`src/core/bps_map.vh`:
```
`ifndef BPS_MAP_VH
`define BPS_MAP_VH
// ----------------------------------------
// Timing figures and derived cycle counts
// ----------------------------------------
`define BPS_CLK_MHZ 200
`define BPS_SS_CYCLES 12'h7FF
`define BPS_DEAD_NS 20
`define BPS_DEAD_CYC ((`BPS_DEAD_NS * `BPS_CLK_MHZ + 999) / 1000)
`define BPS_BLANK_NS 300
`define BPS_BLANK_CYC ((`BPS_BLANK_NS * `BPS_CLK_MHZ + 999) / 1000)
// ----------------------------------------
// Voltage-select code limits
// ----------------------------------------
`define BPS_VSEL_W 5
`define BPS_VSEL_FLOAT 5'h1F
// ----------------------------------------
// Register map
// ----------------------------------------
`define BPS_REG_CTRL 4'h0
`define BPS_REG_STAT 4'h4
`define BPS_REG_VSEL 4'h8
`define BPS_CTRL_EN_BIT 0
`define BPS_CTRL_RESET 32'h00000000
// ----------------------------------------
// Sequencer states
// ----------------------------------------
`define BPS_ST_POR 3'h0
`define BPS_ST_IDLE 3'h1
`define BPS_ST_SOFT 3'h2
`define BPS_ST_RUN 3'h3
`define BPS_ST_OVP 3'h4
`endif

```
`src/core/bps_gate_drive.v`:
```
`timescale 1ns/10ps
`include "bps_map.vh"
// ----------------------------------------
// Non-overlapping gate driver
// ----------------------------------------
module bps_gate_drive
(
  input wire mclk_in, // System clock
  input wire reset_n_in, // Async reset, active low
  input wire enable_in, // Drivers allowed
  input wire want_high_in, // Requested high-side on
  output reg high_gate_out, // High-side gate
  output reg low_gate_out // Low-side gate
);

  reg [3:0] dead_q;
  reg [3:0] dead_d;
  reg high_d;
  reg low_d;

  // Dead time before either driver turns on
  always @*
  begin
    high_d = high_gate_out;
    low_d = low_gate_out;
    dead_d = dead_q;
    if (!enable_in)
    begin
      high_d = 1'b0;
      low_d = 1'b0;
      dead_d = 4'h0;
    end
    else if (want_high_in ? high_gate_out : low_gate_out)
      dead_d = 4'h0;
    else if (high_gate_out || low_gate_out)
    begin
      high_d = 1'b0;
      low_d = 1'b0;
      dead_d = 4'h0;
    end
    else if (dead_q < `BPS_DEAD_CYC)
      dead_d = dead_q + 4'h1;
    else
    begin
      high_d = want_high_in;
      low_d = ~want_high_in;
    end
  end

  // Gate registers
  always @(posedge mclk_in or negedge reset_n_in)
  begin
    if (!reset_n_in)
    begin
      high_gate_out <= 1'b0;
      low_gate_out <= 1'b0;
      dead_q <= 4'h0;
    end
    else
    begin
      high_gate_out <= high_d;
      low_gate_out <= low_d;
      dead_q <= dead_d;
    end
  end

endmodule // bps_gate_drive

```
`src/core/bps_supervisor.v`:
```
// Our own choices: the register addresses and the Avalon-MM register port.
`timescale 1ns/10ps
`include "bps_map.vh"
// How it works
// - Below upper supply threshold: reset, drivers off
// - Soft start needs supply, enable, valid code
// - Supply below lower threshold re-enters reset
// - Count soft-start cycles, then release amplifier
// - Range flag low during soft start
// - Over-voltage after soft start latches protection
// - Supply cycle or enable toggle clears latch
// - Invalid then valid code clears latch
// - Range flag follows outer window after start
// - Fast window forces full or zero duty
// - Ramp comparison pulse drives the gates
// - Dead time between the two drivers
// - Blank current sense after high-side turn-on
// - Over-current from sense comparator result
// - Over-current ends high side until next cycle
// - Re-entry needs the narrower band
module bps_supervisor
(
  input wire mclk_in, // System clock 200 MHz
  input wire reset_n_in, // Async reset, active low
  input wire cycle_start_in, // Switching-cycle start pulse
  input wire supply_above_upper_in, // Supply above upper threshold
  input wire supply_below_lower_in, // Supply below lower threshold
  input wire output_enable_input_in, // Output enable pin
  input wire [4:0] voltage_select_code_in, // Voltage-select pins
  input wire ramp_cmp_in, // Amplifier above ramp
  input wire fast_low_in, // Output below fast window
  input wire fast_high_in, // Output above fast window
  input wire ovp_cmp_in, // Output above over-voltage limit
  input wire outer_win_in, // Output inside outer window
  input wire inner_win_in, // Output inside re-entry band
  input wire current_limit_sense_input_in, // Drop above limit
  input wire [3:0] avs_address_in, // Avalon address
  input wire avs_read_in, // Avalon read
  input wire avs_write_in, // Avalon write
  input wire [31:0] avs_writedata_in, // Avalon write data
  output reg [31:0] avs_readdata_out, // Avalon read data
  output wire avs_waitrequest_out, // Avalon wait
  output wire high_gate_out, // High-side gate
  output wire low_gate_out, // Low-side gate
  output reg soft_start_clamp_out, // Amplifier clamped
  output reg output_in_range_flag_out, // Range flag pin
  output wire overvoltage_latch_mode_out // Protection latched
);

  // ----------------------------------------
  // Synchronisers
  // ----------------------------------------
  localparam SW = 14;
  wire [SW-1:0] raw_w;
  reg [SW-1:0] s1_q;
  reg [SW-1:0] s2_q;
  assign raw_w = {cycle_start_in, supply_above_upper_in,
    supply_below_lower_in, output_enable_input_in,
    voltage_select_code_in == `BPS_VSEL_FLOAT, ramp_cmp_in,
    fast_low_in, fast_high_in, ovp_cmp_in, outer_win_in,
    inner_win_in, current_limit_sense_input_in, 1'b0, 1'b0};

  // Two flops for each asynchronous input
  genvar gi;
  generate
    for (gi = 0; gi < SW; gi = gi + 1)
    begin : g_sync
      always @(posedge mclk_in or negedge reset_n_in)
      begin
        if (!reset_n_in)
        begin
          s1_q[gi] <= 1'b0;
          s2_q[gi] <= 1'b0;
        end
        else
        begin
          s1_q[gi] <= raw_w[gi];
          s2_q[gi] <= s1_q[gi];
        end
      end
    end
  endgenerate

  wire cyc_lvl = s2_q[13];
  wire sup_up = s2_q[12];
  wire sup_lo = s2_q[11];
  wire en_pin = s2_q[10];
  wire code_bad = s2_q[9];
  wire ramp_s = s2_q[8];
  wire fast_lo = s2_q[7];
  wire fast_hi = s2_q[6];
  wire ovp_s = s2_q[5];
  wire outer_s = s2_q[4];
  wire inner_s = s2_q[3];
  wire oc_s = s2_q[2];

  // ----------------------------------------
  // Register file
  // ----------------------------------------
  reg [31:0] ctrl_q;
  reg rd_pend_q;
  wire sw_en = ctrl_q[`BPS_CTRL_EN_BIT];
  wire en_all = en_pin & sw_en;
  reg [2:0] state_q;
  reg [2:0] state_d;
  reg [11:0] ss_q;
  reg ovp_q;

  // Reads take one wait cycle; writes are immediate
  assign avs_waitrequest_out = avs_read_in & ~rd_pend_q;

  // Bus slave registers
  always @(posedge mclk_in or negedge reset_n_in)
  begin
    if (!reset_n_in)
    begin
      ctrl_q <= `BPS_CTRL_RESET;
      rd_pend_q <= 1'b0;
      avs_readdata_out <= 32'h00000000;
    end
    else
    begin
      rd_pend_q <= avs_read_in & ~rd_pend_q;
      if (avs_write_in && avs_address_in == `BPS_REG_CTRL)
        ctrl_q <= {31'h00000000, avs_writedata_in[0]};
      if (avs_read_in && !rd_pend_q)
      begin
        case (avs_address_in)
          `BPS_REG_CTRL: avs_readdata_out <= ctrl_q;
          `BPS_REG_STAT: avs_readdata_out <= {16'h0000, ss_q,
            ovp_q, output_in_range_flag_out, state_q[1:0]};
          `BPS_REG_VSEL: avs_readdata_out <= {27'h0000000,
            voltage_select_code_in};
          default: avs_readdata_out <= 32'h00000000;
        endcase
      end
    end
  end

  // ----------------------------------------
  // Sequencer
  // ----------------------------------------
  reg en_prev_q;
  reg bad_seen_q;
  reg cyc_prev_q;
  wire en_toggle = en_all ^ en_prev_q;
  wire cyc_pulse = cyc_lvl & ~cyc_prev_q;

  // Power-on, soft start and protection sequencing
  always @*
  begin
    state_d = state_q;
    case (state_q)
      `BPS_ST_POR:
        if (sup_up)
          state_d = `BPS_ST_IDLE;
      `BPS_ST_IDLE:
        if (en_all && !code_bad)
          state_d = `BPS_ST_SOFT;
      `BPS_ST_SOFT:
        if (!en_all || code_bad)
          state_d = `BPS_ST_IDLE;
        else if (ss_q == `BPS_SS_CYCLES && cyc_pulse)
          state_d = `BPS_ST_RUN;
      `BPS_ST_RUN:
        if (ovp_s)
          state_d = `BPS_ST_OVP;
        else if (!en_all || code_bad)
          state_d = `BPS_ST_IDLE;
      `BPS_ST_OVP:
        if (en_toggle)
          state_d = `BPS_ST_IDLE;
        else if (bad_seen_q && !code_bad)
          state_d = `BPS_ST_IDLE;
      default: state_d = `BPS_ST_POR;
    endcase
    if (sup_lo || (state_q == `BPS_ST_POR && !sup_up))
      state_d = `BPS_ST_POR;
  end

  // Sequencer registers and soft-start counter
  always @(posedge mclk_in or negedge reset_n_in)
  begin
    if (!reset_n_in)
    begin
      state_q <= `BPS_ST_POR;
      ss_q <= 12'h000;
      en_prev_q <= 1'b0;
      bad_seen_q <= 1'b0;
      cyc_prev_q <= 1'b0;
      ovp_q <= 1'b0;
    end
    else
    begin
      state_q <= state_d;
      en_prev_q <= en_all;
      cyc_prev_q <= cyc_lvl;
      ovp_q <= (state_d == `BPS_ST_OVP);
      if (state_q != `BPS_ST_SOFT)
        ss_q <= 12'h000;
      else if (cyc_pulse && ss_q != `BPS_SS_CYCLES)
        ss_q <= ss_q + 12'h001;
      if (state_q != `BPS_ST_OVP)
        bad_seen_q <= 1'b0;
      else if (code_bad)
        bad_seen_q <= 1'b1;
    end
  end

  assign overvoltage_latch_mode_out = ovp_q;

  // ----------------------------------------
  // Range flag
  // ----------------------------------------
  always @(posedge mclk_in or negedge reset_n_in)
  begin
    if (!reset_n_in)
      output_in_range_flag_out <= 1'b0;
    else if (state_q != `BPS_ST_RUN || state_d != `BPS_ST_RUN)
      output_in_range_flag_out <= 1'b0;
    else if (!outer_s)
      output_in_range_flag_out <= 1'b0;
    else if (output_in_range_flag_out || inner_s)
      output_in_range_flag_out <= 1'b1;
  end

  // ----------------------------------------
  // Duty generation
  // ----------------------------------------
  reg oc_q;
  reg [6:0] blank_q;
  reg want_high;

  // Cycle-by-cycle current limit with blanking
  always @(posedge mclk_in or negedge reset_n_in)
  begin
    if (!reset_n_in)
    begin
      oc_q <= 1'b0;
      blank_q <= 7'h00;
      soft_start_clamp_out <= 1'b1;
    end
    else
    begin
      soft_start_clamp_out <= (state_q != `BPS_ST_RUN);
      if (!high_gate_out)
        blank_q <= 7'h00;
      else if (blank_q < `BPS_BLANK_CYC)
        blank_q <= blank_q + 7'h01;
      if (cyc_pulse)
        oc_q <= 1'b0;
      else if (high_gate_out && blank_q >= `BPS_BLANK_CYC && oc_s)
        oc_q <= 1'b1;
    end
  end

  // Drive request from ramp, fast window and limits
  always @*
  begin
    want_high = ramp_s;
    if (fast_lo)
      want_high = 1'b1;
    if (fast_hi)
      want_high = 1'b0;
    if (oc_q || (oc_s && high_gate_out && blank_q >= `BPS_BLANK_CYC))
      want_high = 1'b0;
    if (state_q == `BPS_ST_OVP)
      want_high = 1'b0;
  end

  wire drv_en = (state_q == `BPS_ST_SOFT) || (state_q == `BPS_ST_RUN)
    || (state_q == `BPS_ST_OVP);

  // Gate sequencing
  bps_gate_drive u_gate
  (
    .mclk_in(mclk_in),
    .reset_n_in(reset_n_in),
    .enable_in(drv_en),
    .want_high_in(want_high),
    .high_gate_out(high_gate_out),
    .low_gate_out(low_gate_out)
  );

endmodule // bps_supervisor

```
`config.mk`:
```
export PLATFORM = sky130hd
export DESIGN_NAME = bps_supervisor
export DESIGN_NICKNAME = d
export VERILOG_FILES = /design/src/core/bps_gate_drive.v /design/src/core/bps_supervisor.v
export VERILOG_INCLUDE_DIRS = /design/src /design/src/core
export SDC_FILE = /design/constraint.sdc
export NUM_CORES = 1
export LEC_CHECK = 0
export BUFFER_PORTS_ARGS = -buffer_cell sky130_fd_sc_hd__clkbuf_2
export CORE_ASPECT_RATIO = 1.4
export CORE_MARGIN = 1
export CORE_UTILIZATION = 50
export CTS_BUF_LIST = sky130_fd_sc_hd__clkbuf_2
export DETAILED_ROUTE_END_ITERATION = 12
export PLACE_DENSITY = 0.78
export SYNTH_ARGS = -nofsm -noshare
export SYNTH_HDL_FRONTEND = slang
export SYNTH_SLANG_ARGS = --single-unit
```
`constraint.sdc`:
```
create_clock -name mclk_in -period 3 [get_ports mclk_in]
set_input_delay 0.45 -clock mclk_in [delete_from_list [all_inputs] [get_ports mclk_in]]
set_output_delay 0.45 -clock mclk_in [all_outputs]
set_load 0.01 [all_outputs]
```
==> impl_results.html, run 1 <==
<table>
<tr><th>Metric</th><th>Value</th></tr>
<tr><th colspan="2">Clock network</th></tr>
<tr><td>Root Driver</td><td>sky130_fd_sc_hd__clkbuf_2</td></tr>
<tr><td>Bufs on Longest Clock Path</td><td>2</td></tr>
<tr><td>TritonCTS clock tree</td><td>yes</td></tr>
<tr><td>Clock Latency Late Sink</td><td>480 ps</td></tr>
<tr><td>Maximum level of the CTS H-tree</td><td>3</td></tr>
<tr><td>Number of clock sinks seen by CTS</td><td>77</td></tr>
<tr><td>Number of buffers created by CTS</td><td>9</td></tr>
<tr><td>Number of setup buffers added after CTS</td><td>0</td></tr>
<tr><td>Reg clk slew, reported paths</td><td>200 ps</td></tr>
<tr><th colspan="2">Placed design</th></tr>
<tr><td>Count of buffers inserted at the top-level ports</td><td>46</td></tr>
<tr><td>RD Place Congestion</td><td>0.7916</td></tr>
<tr><td>HPWL after detailed placement</td><td>3.811 mm</td></tr>
<tr><th colspan="2">Floorplan</th></tr>
<tr><td>Full die area</td><td>6850 um^2</td></tr>
<tr><td>Die Wd</td><td>70.24 um</td></tr>
<tr><td>Initial core utilization</td><td>52.12%</td></tr>
<tr><td>Top-level port count</td><td>94</td></tr>
<tr><td>Die Y-Extent</td><td>97.53 um</td></tr>
<tr><td>Area of the core region</td><td>6254 um^2</td></tr>
<tr><td>Placement row count</td><td>34</td></tr>
<tr><th colspan="2">Synth</th></tr>
<tr><td>Synthesized cell area</td><td>3259 um^2</td></tr>
<tr><td>Number of distinct library cell variants in the gate-level netlist after synthesis</td><td>60</td></tr>
<tr><td>Post-synth EDFFs</td><td>0</td></tr>
<tr><td>Part of the Yosys area used for sequential elements</td><td>59.16%</td></tr>
<tr><td>Flops &amp; latches, synth</td><td>77</td></tr>
<tr><td>Syn avg cell area</td><td>11.98 um^2</td></tr>
<tr><td>Count of yosys warnings during synthesis</td><td>0</td></tr>
<tr><td>Post-Syn Instances</td><td>272</td></tr>
<tr><td>Primary flip-flop cell chosen by synthesis mapping</td><td>sky130_fd_sc_hd__dfrtp_1</td></tr>
<tr><td>Ys async rst share</td><td>100.0%</td></tr>
<tr><th colspan="2">Worst hold path</th></tr>
<tr><td>Class of the most critical hold timing path</td><td>in -&gt; async</td></tr>
<tr><th colspan="2">Drt</th></tr>
<tr><td>Wire per inst</td><td>13.49 um</td></tr>
<tr><td>Post-detailed-routing wire length</td><td>5.518 mm</td></tr>
<tr><td>Count of unresolved DRC violations after routing</td><td>0</td></tr>
<tr><td>Iteration count of the initial detailed-routing pass</td><td>4</td></tr>
<tr><td>ANT nets after route</td><td>0</td></tr>
<tr><td>Vias per cell</td><td>5.377</td></tr>
<tr><td>Vias after detailed routing</td><td>2199</td></tr>
<tr><td>Detailed router's first-iteration violation count</td><td>142</td></tr>
<tr><th colspan="2">Worst setup path</th></tr>
<tr><td>Path type of the worst setup path</td><td>reg -&gt; reg</td></tr>
<tr><td>Largest fanout of any net on the critical path</td><td>16</td></tr>
<tr><td>Endpoint class of the critical path</td><td>flop</td></tr>
<tr><td>WP data arrival</td><td>2300 ps</td></tr>
<tr><td>Startpoint class of the critical path</td><td>flop</td></tr>
<tr><td>Cell count of the worst reg-to-reg path</td><td>5</td></tr>
<tr><td>Data required time of the worst path</td><td>3390 ps</td></tr>
<tr><th colspan="2">Global route</th></tr>
<tr><td>Wire length of the first global-routing pass</td><td>9.453 mm</td></tr>
<tr><td>Pin count of the biggest net entering global routing</td><td>78</td></tr>
<tr><td>Total grt overflow</td><td>0</td></tr>
<tr><td>Global routing usage summed across all routing layers</td><td>17.47%</td></tr>
<tr><td>Initial antenna violation count</td><td>0</td></tr>
<tr><td>Number of global-route vias before repair</td><td>2102</td></tr>
<tr><th colspan="2">STA</th></tr>
<tr><td>Worst Skew</td><td>20.69 ps</td></tr>
<tr><td>Slew of the pin with the lowest slew margin</td><td>914.8 ps</td></tr>
<tr><td>Final cycle utilization of the critical path</td><td>63.78%</td></tr>
<tr><td>Final critical-path required period</td><td>1913 ps</td></tr>
<tr><td>Worst relative slew slack</td><td>39.01%</td></tr>
<tr><td>Total negative slack</td><td>0 ps</td></tr>
<tr><td>Final count of pins violating max slew</td><td>0</td></tr>
<tr><td>Peak Freq</td><td>522.7 MHz</td></tr>
<tr><td>Unrepaired setup endpoints after global routing</td><td>no</td></tr>
<tr><td>Final Hold Vio Count</td><td>0</td></tr>
<tr><td>Final setup fails</td><td>0</td></tr>
<tr><th colspan="2">Layout</th></tr>
<tr><td>Most used cells in the layout excluding fill and tap cells</td><td>sky130_fd_sc_hd__dfrtp_1, sky130_fd_sc_hd__clkbuf_2, sky130_fd_sc_hd__a22o_1, sky130_fd_sc_hd__nor2_1</td></tr>
<tr><td>Antenna Cells</td><td>0</td></tr>
<tr><td>Layout cells sized above 1</td><td>22.26%</td></tr>
<tr><td>Number of nets at the end of the flow</td><td>392</td></tr>
<tr><td>Leading cell type in the layout, fill and taps excluded</td><td>sky130_fd_sc_hd__dfrtp_1</td></tr>
<tr><td>Area added between synthesis and finish</td><td>12.86%</td></tr>
<tr><td>Fraction of the core area covered by cells at the end of the flow</td><td>58.82%</td></tr>
<tr><th colspan="2">Power and ir drop</th></tr>
<tr><td>Leak Pwr</td><td>1.802 nW</td></tr>
<tr><td>PD cells</td><td>450.7 nW/um^2</td></tr>
<tr><td>Final Power</td><td>0.001658 W</td></tr>
<tr><td>Worst ir drop on vdd</td><td>284.1 uV</td></tr>
<tr><th colspan="2">Run status</th></tr>
<tr><td>Run status</td><td>finished, final reports clean</td></tr>
<tr><th colspan="2">Job</th></tr>
<tr><td>Total of max-cap violations</td><td>0</td></tr>
</table>
[synth_stat cells (2+ instances only)]
cell | n | share of area (%)
sky130_fd_sc_hd__nor4_1 | 2 | 0.38
sky130_fd_sc_hd__nor2b_1 | 3 | 0.58
sky130_fd_sc_hd__nand4_1 | 4 | 0.77
sky130_fd_sc_hd__ha_1 | 4 | 1.5
sky130_fd_sc_hd__mux2i_1 | 3 | 0.92
sky130_fd_sc_hd__inv_1 | 6 | 0.69
sky130_fd_sc_hd__nor2_1 | 17 | 2.0
sky130_fd_sc_hd__o211ai_1 | 3 | 0.69
sky130_fd_sc_hd__a31oi_1 | 4 | 0.77
sky130_fd_sc_hd__o21ai_0 | 4 | 0.61
sky130_fd_sc_hd__buf_4 | 18 | 4.1
sky130_fd_sc_hd__nor3_1 | 3 | 0.46
sky130_fd_sc_hd__nand3_1 | 11 | 1.7
sky130_fd_sc_hd__and2_1 | 4 | 0.77
sky130_fd_sc_hd__o31ai_1 | 2 | 0.46
sky130_fd_sc_hd__a22o_1 | 19 | 5.1
sky130_fd_sc_hd__a21o_1 | 2 | 0.46
sky130_fd_sc_hd__nand2b_1 | 3 | 0.58
sky130_fd_sc_hd__buf_2 | 2 | 0.31
sky130_fd_sc_hd__o21ai_1 | 4 | 0.61
sky130_fd_sc_hd__xor2_1 | 4 | 1.1
sky130_fd_sc_hd__a21oi_1 | 11 | 1.7
sky130_fd_sc_hd__or4_1 | 2 | 0.46
sky130_fd_sc_hd__dfrtp_1 | 76 | 58
sky130_fd_sc_hd__o21a_1 | 2 | 0.46
sky130_fd_sc_hd__clkbuf_1 | 2 | 0.23
sky130_fd_sc_hd__a21boi_0 | 2 | 0.46
sky130_fd_sc_hd__xnor2_1 | 4 | 1.1
sky130_fd_sc_hd__or3_1 | 4 | 0.77
sky130_fd_sc_hd__and2b_1 | 2 | 0.46
sky130_fd_sc_hd__nand2_1 | 16 | 1.8
[routing by layer]
layer	up-vias	track usage, %	part of all wire (%)
met1	1043	22.32	46
met2	76	27.33	48
li1	1074	-	-
met5	-	0	0
met4	0	9.538	1.4
met3	6	3.942	4.5
[cells by family after synthesis]
kind of cell / after synthesis / share of synthesized area, %
muxes: 4 / 1.267
and+or+nand+nor: 84 / 15.05
buffers and inverters: 30 / 5.835
AOI/OAI and AO/OA: 64 / 14.89
xor gates and xnor gates: 8 / 2.149
adders and majority gates: 4 / 1.536
DFF: 77 / 59.16
other: 1 / 0.1151
[what timing repair did]
action	CTS	global route
gates resized for setup	0	0
endpoints found under the hold margin	11	0
hold buffers	11	0
[flip-flops by register name, indices dropped and copies added, names as in the netlist, 3 cells and up]
register and flops:
blank_q 7, ss_q 12, state_q 3, s1_q 12
avs_readdata_out 16, u_gate.dead_q 4
[cell type report]
| cell class | count | area (um^2) |
|---|---|---|
| multi-input combinational | 180 | 1197 |
| clock inverter | 5 | 35.03 |
| tap | 72 | 90.09 |
| timing repair buffer | 58 | 350.3 |
| inverter | 6 | 22.52 |
| clock buffer | 11 | 55.05 |
| sequential | 77 | 1928 |
| fill | 542 | 2575 |
[per-stage QoR]
stage	instances	instance area [um^2]	setup slack, ps	hold slack, ps
after global placement	382	3478	1103	332.8
after global routing	409	3679	909.3	73.21
final	409	3679	1087	72.59
after CTS	409	3679	1027	43.10
after detailed placement	382	3478	1094	334.7
after floorplan	287	3316	1412	154.4
[final timing paths]
check,from,to,slack [ps]
min reg2reg,s1_q[7]$_DFF_PN0_,fast_lo$_DFF_PN0_,370
max reg2reg,ss_q[0]$_DFFE_PN0P_,ss_q[1]$_DFFE_PN0P_,1090
min in group mclk_in,voltage_select_code_in[3],s1_q[9]$_DFF_PN0_,180
max in group asynchronous,reset_n_in,ss_q[6]$_DFFE_PN0P_,2340
min,reset_n_in,u_gate.low_gate_out$_DFFE_PN0P_,70
max,ss_q[0]$_DFFE_PN0P_,ss_q[1]$_DFFE_PN0P_,1090
[where the power goes]
group / switching (W) / total, W / internal, W
Combinational: 0.0000685 / 0.000114 / 0.0000458
Sequential: 0.0000161 / 0.00108 / 0.00106
Clock: 0.000344 / 0.000463 / 0.000119
[critical path, stage by stage, from the launching register on]
cell                      delay (ps)
sky130_fd_sc_hd__dfrtp_1         520
sky130_fd_sc_hd__ha_1            230
sky130_fd_sc_hd__nand3_1         160
sky130_fd_sc_hd__o31ai_4         610
sky130_fd_sc_hd__mux2i_1         250
sky130_fd_sc_hd__nor2_1           50
(Power assumes the default switching activity.)
==> run 2: changes to the inputs <==
==> constraint.sdc (replaced) <==
create_clock -name mclk_in -period 1.92 [get_ports mclk_in]
set_input_delay 0.288 -clock mclk_in [delete_from_list [all_inputs] [get_ports mclk_in]]
set_output_delay 0.288 -clock mclk_in [all_outputs]
set_load 0.01 [all_outputs]
==> impl_results.html, run 2 (synthesis results as in run 1) <==
<table>
<tr><th>Metric</th><th>Value</th></tr>
<tr><th colspan="2">Drt</th></tr>
<tr><td>Iteration count of the initial detailed-routing pass</td><td>5</td></tr>
<tr><td>Count of unresolved DRC violations after routing</td><td>0</td></tr>
<tr><td>Vias per cell</td><td>5.464</td></tr>
<tr><td>Detailed router's first-iteration violation count</td><td>101</td></tr>
<tr><td>Wire per inst</td><td>13.58 um</td></tr>
<tr><td>ANT nets after route</td><td>0</td></tr>
<tr><td>Post-detailed-routing wire length</td><td>5.729 mm</td></tr>
<tr><td>Vias after detailed routing</td><td>2306</td></tr>
<tr><th colspan="2">Layout</th></tr>
<tr><td>Largest register by flop count</td><td>avs_readdata_out</td></tr>
<tr><td>Antenna Cells</td><td>0</td></tr>
<tr><td>Number of flip-flops in the largest register</td><td>16</td></tr>
<tr><td>Regs by FF count</td><td>avs_readdata_out x16, s1_q x12, ss_q x12</td></tr>
<tr><td>Layout cells sized above 1</td><td>23.43%</td></tr>
<tr><td>Area added between synthesis and finish</td><td>18.08%</td></tr>
<tr><td>Fraction of the core area covered by cells at the end of the flow</td><td>61.54%</td></tr>
<tr><td>Most used cells in the layout excluding fill and tap cells</td><td>sky130_fd_sc_hd__dfrtp_1, sky130_fd_sc_hd__clkbuf_2, sky130_fd_sc_hd__a22o_1, sky130_fd_sc_hd__nor2_1</td></tr>
<tr><td>Leading cell type in the layout, fill and taps excluded</td><td>sky130_fd_sc_hd__dfrtp_1</td></tr>
<tr><td>Number of nets at the end of the flow</td><td>405</td></tr>
<tr><th colspan="2">Global route</th></tr>
<tr><td>Wire length of the first global-routing pass</td><td>9.908 mm</td></tr>
<tr><td>Number of global-route vias before repair</td><td>2187</td></tr>
<tr><td>Global routing usage summed across all routing layers</td><td>18.54%</td></tr>
<tr><td>Pin count of the biggest net entering global routing</td><td>42</td></tr>
<tr><td>Total grt overflow</td><td>0</td></tr>
<tr><td>Initial antenna violation count</td><td>0</td></tr>
<tr><th colspan="2">Clock network</th></tr>
<tr><td>Root Driver</td><td>sky130_fd_sc_hd__clkbuf_2</td></tr>
<tr><td>TritonCTS clock tree</td><td>yes</td></tr>
<tr><td>Number of clock sinks seen by CTS</td><td>77</td></tr>
<tr><td>Maximum level of the CTS H-tree</td><td>3</td></tr>
<tr><td>Clock Latency Late Sink</td><td>530 ps</td></tr>
<tr><td>Bufs on Longest Clock Path</td><td>2</td></tr>
<tr><td>Reg clk slew, reported paths</td><td>190 ps</td></tr>
<tr><td>Number of buffers created by CTS</td><td>9</td></tr>
<tr><th colspan="2">Worst hold path</th></tr>
<tr><td>Worst hold path startpoint</td><td>avs_write_in</td></tr>
<tr><td>Class of the most critical hold timing path</td><td>in -&gt; reg</td></tr>
<tr><th colspan="2">Run status</th></tr>
<tr><td>Run status</td><td>finished, final reports clean</td></tr>
<tr><th colspan="2">STA</th></tr>
<tr><td>Total negative slack</td><td>0 ps</td></tr>
<tr><td>Worst Skew</td><td>24.72 ps</td></tr>
<tr><td>Final Hold Vio Count</td><td>0</td></tr>
<tr><td>Final count of pins violating max slew</td><td>0</td></tr>
<tr><td>Peak Freq</td><td>568.9 MHz</td></tr>
<tr><td>Final setup fails</td><td>0</td></tr>
<tr><td>Final cycle utilization of the critical path</td><td>91.55%</td></tr>
<tr><td>Slew of the pin with the lowest slew margin</td><td>645.6 ps</td></tr>
<tr><td>Unrepaired setup endpoints after global routing</td><td>no</td></tr>
<tr><td>Final critical-path required period</td><td>1758 ps</td></tr>
<tr><td>Worst relative slew slack</td><td>56.87%</td></tr>
<tr><th colspan="2">Floorplan</th></tr>
<tr><td>Top-level port count</td><td>94</td></tr>
<tr><td>Die Wd</td><td>70.24 um</td></tr>
<tr><td>Full die area</td><td>6850 um^2</td></tr>
<tr><td>Placement row count</td><td>34</td></tr>
<tr><td>Die Y-Extent</td><td>97.53 um</td></tr>
<tr><td>Area of the core region</td><td>6254 um^2</td></tr>
<tr><td>Initial core utilization</td><td>52.12%</td></tr>
<tr><th colspan="2">Placed design</th></tr>
<tr><td>Count of buffers inserted at the top-level ports</td><td>46</td></tr>
<tr><td>HPWL after detailed placement</td><td>4.015 mm</td></tr>
<tr><td>RD Place Congestion</td><td>0.8323</td></tr>
<tr><th colspan="2">Power and ir drop</th></tr>
<tr><td>Final Power</td><td>0.002779 W</td></tr>
<tr><td>Leak Pwr</td><td>1.889 nW</td></tr>
<tr><td>Internal power summed over all cells</td><td>0.002072 W</td></tr>
<tr><td>Relative contribution of the clock network to total power</td><td>32.1%</td></tr>
<tr><td>Combinational fraction of design power</td><td>7.2%</td></tr>
<tr><td>Sw Ratio</td><td>25.43%</td></tr>
<tr><td>Worst ir drop on vdd</td><td>500.1 uV</td></tr>
<tr><td>PD cells</td><td>722.1 nW/um^2</td></tr>
<tr><td>Fraction of power consumed by sequential logic</td><td>60.7%</td></tr>
<tr><td>Net switching component of the power</td><td>0.0007068 W</td></tr>
<tr><th colspan="2">Worst setup path</th></tr>
<tr><td>Worst Setup SP</td><td>ss_q[0]$_DFFE_PN0P_</td></tr>
<tr><td>Data required time of the worst path</td><td>2370 ps</td></tr>
<tr><td>Path type of the worst setup path</td><td>reg -&gt; reg</td></tr>
<tr><td>Endpoint class of the critical path</td><td>flop</td></tr>
<tr><td>WP data arrival</td><td>2210 ps</td></tr>
<tr><td>Startpoint class of the critical path</td><td>flop</td></tr>
<tr><td>Largest fanout of any net on the critical path</td><td>16</td></tr>
<tr><td>Worst flop-to-flop path startpoint</td><td>ss_q[0]$_DFFE_PN0P_</td></tr>
<tr><th colspan="2">Job</th></tr>
<tr><td>Total of max-cap violations</td><td>0</td></tr>
</table>
==> run 2: layout make-up <==
cell class              count  area, um^2
repair buffers             71       489.2
inverters                   6       22.52
fillers                   517        2405
multi-input cells         180        1197
flip-flops and latches     77        1928
clock inverters             6       71.32
well taps                  72       90.09
clock buffers              10       50.05
==> run 2: worst paths after layout <==
kind                                                        to  cells past startpoint  slack [ps]
worst max register to register            ss_q[11]$_DFFE_PN0P_                      6         160
max in group asynchronous       soft_start_clamp_out$_DFF_PN1_                      3        1070
worst max-delay path                      ss_q[11]$_DFFE_PN0P_                      6         160
worst min-delay path                     ctrl_q[0]$_DFFE_PN0P_                      3          80
min in group asynchronous               blank_q[5]$_DFFE_PN0P_                      2         220
worst min register to register               outer_s$_DFF_PN0_                      0         370
==> run 2: power by group through the flow <==
stage                     logic (W)  clock network [W]  registers (W)
after floorplan            0.000116                  0        0.00171
after global placement     0.000173                  0        0.00171
after detailed placement   0.000176                  0        0.00172
after CTS                  0.000200           0.000921        0.00169
after global routing       0.000225           0.000984        0.00169
final                      0.000200           0.000892        0.00169
==> run 2: metal layers <==
layer  vias to the layer above  GRT usage [%]  routed length [um]
met3                        13          4.876                 272
li1                       1105              -                   -
met2                        74          28.64                2749
met4                         0          10.00                 122
met5                         -              0                   0
met1                      1114          23.65                2584
==> run 2: worst max-delay path, stage by stage (launching register included) <==
cell and delay [ps]:
sky130_fd_sc_hd__dfrtp_1 430, sky130_fd_sc_hd__ha_1 220, sky130_fd_sc_hd__nand3_1 160, sky130_fd_sc_hd__o31ai_4 100, sky130_fd_sc_hd__buf_12 150, sky130_fd_sc_hd__or4_1 490, sky130_fd_sc_hd__a21oi_1 140
==> run 2: per-stage QoR <==
step / hold slack [ps] / instance area, um^2 / std cells / setup slack (ps)
CTS: 45.54 / 3845 / 422 / 76.44
global route: 48.48 / 3849 / 422 / 32.67
global placement: 265.9 / 3563 / 390 / 228.6
detailed placement: 269.1 / 3563 / 390 / 190.8
finish: 84.69 / 3849 / 422 / 162.3
floorplan: -7.591 / 3316 / 287 / 332.4
==> run 2: repair_timing <==
item / in CTS / in global routing
hold buffers: 16 / 0
hold endpoints to repair: 49 / 0
setup endpoints to repair: 0 / 1
setup buffers: 0 / 0
resized for setup: 0 / 1
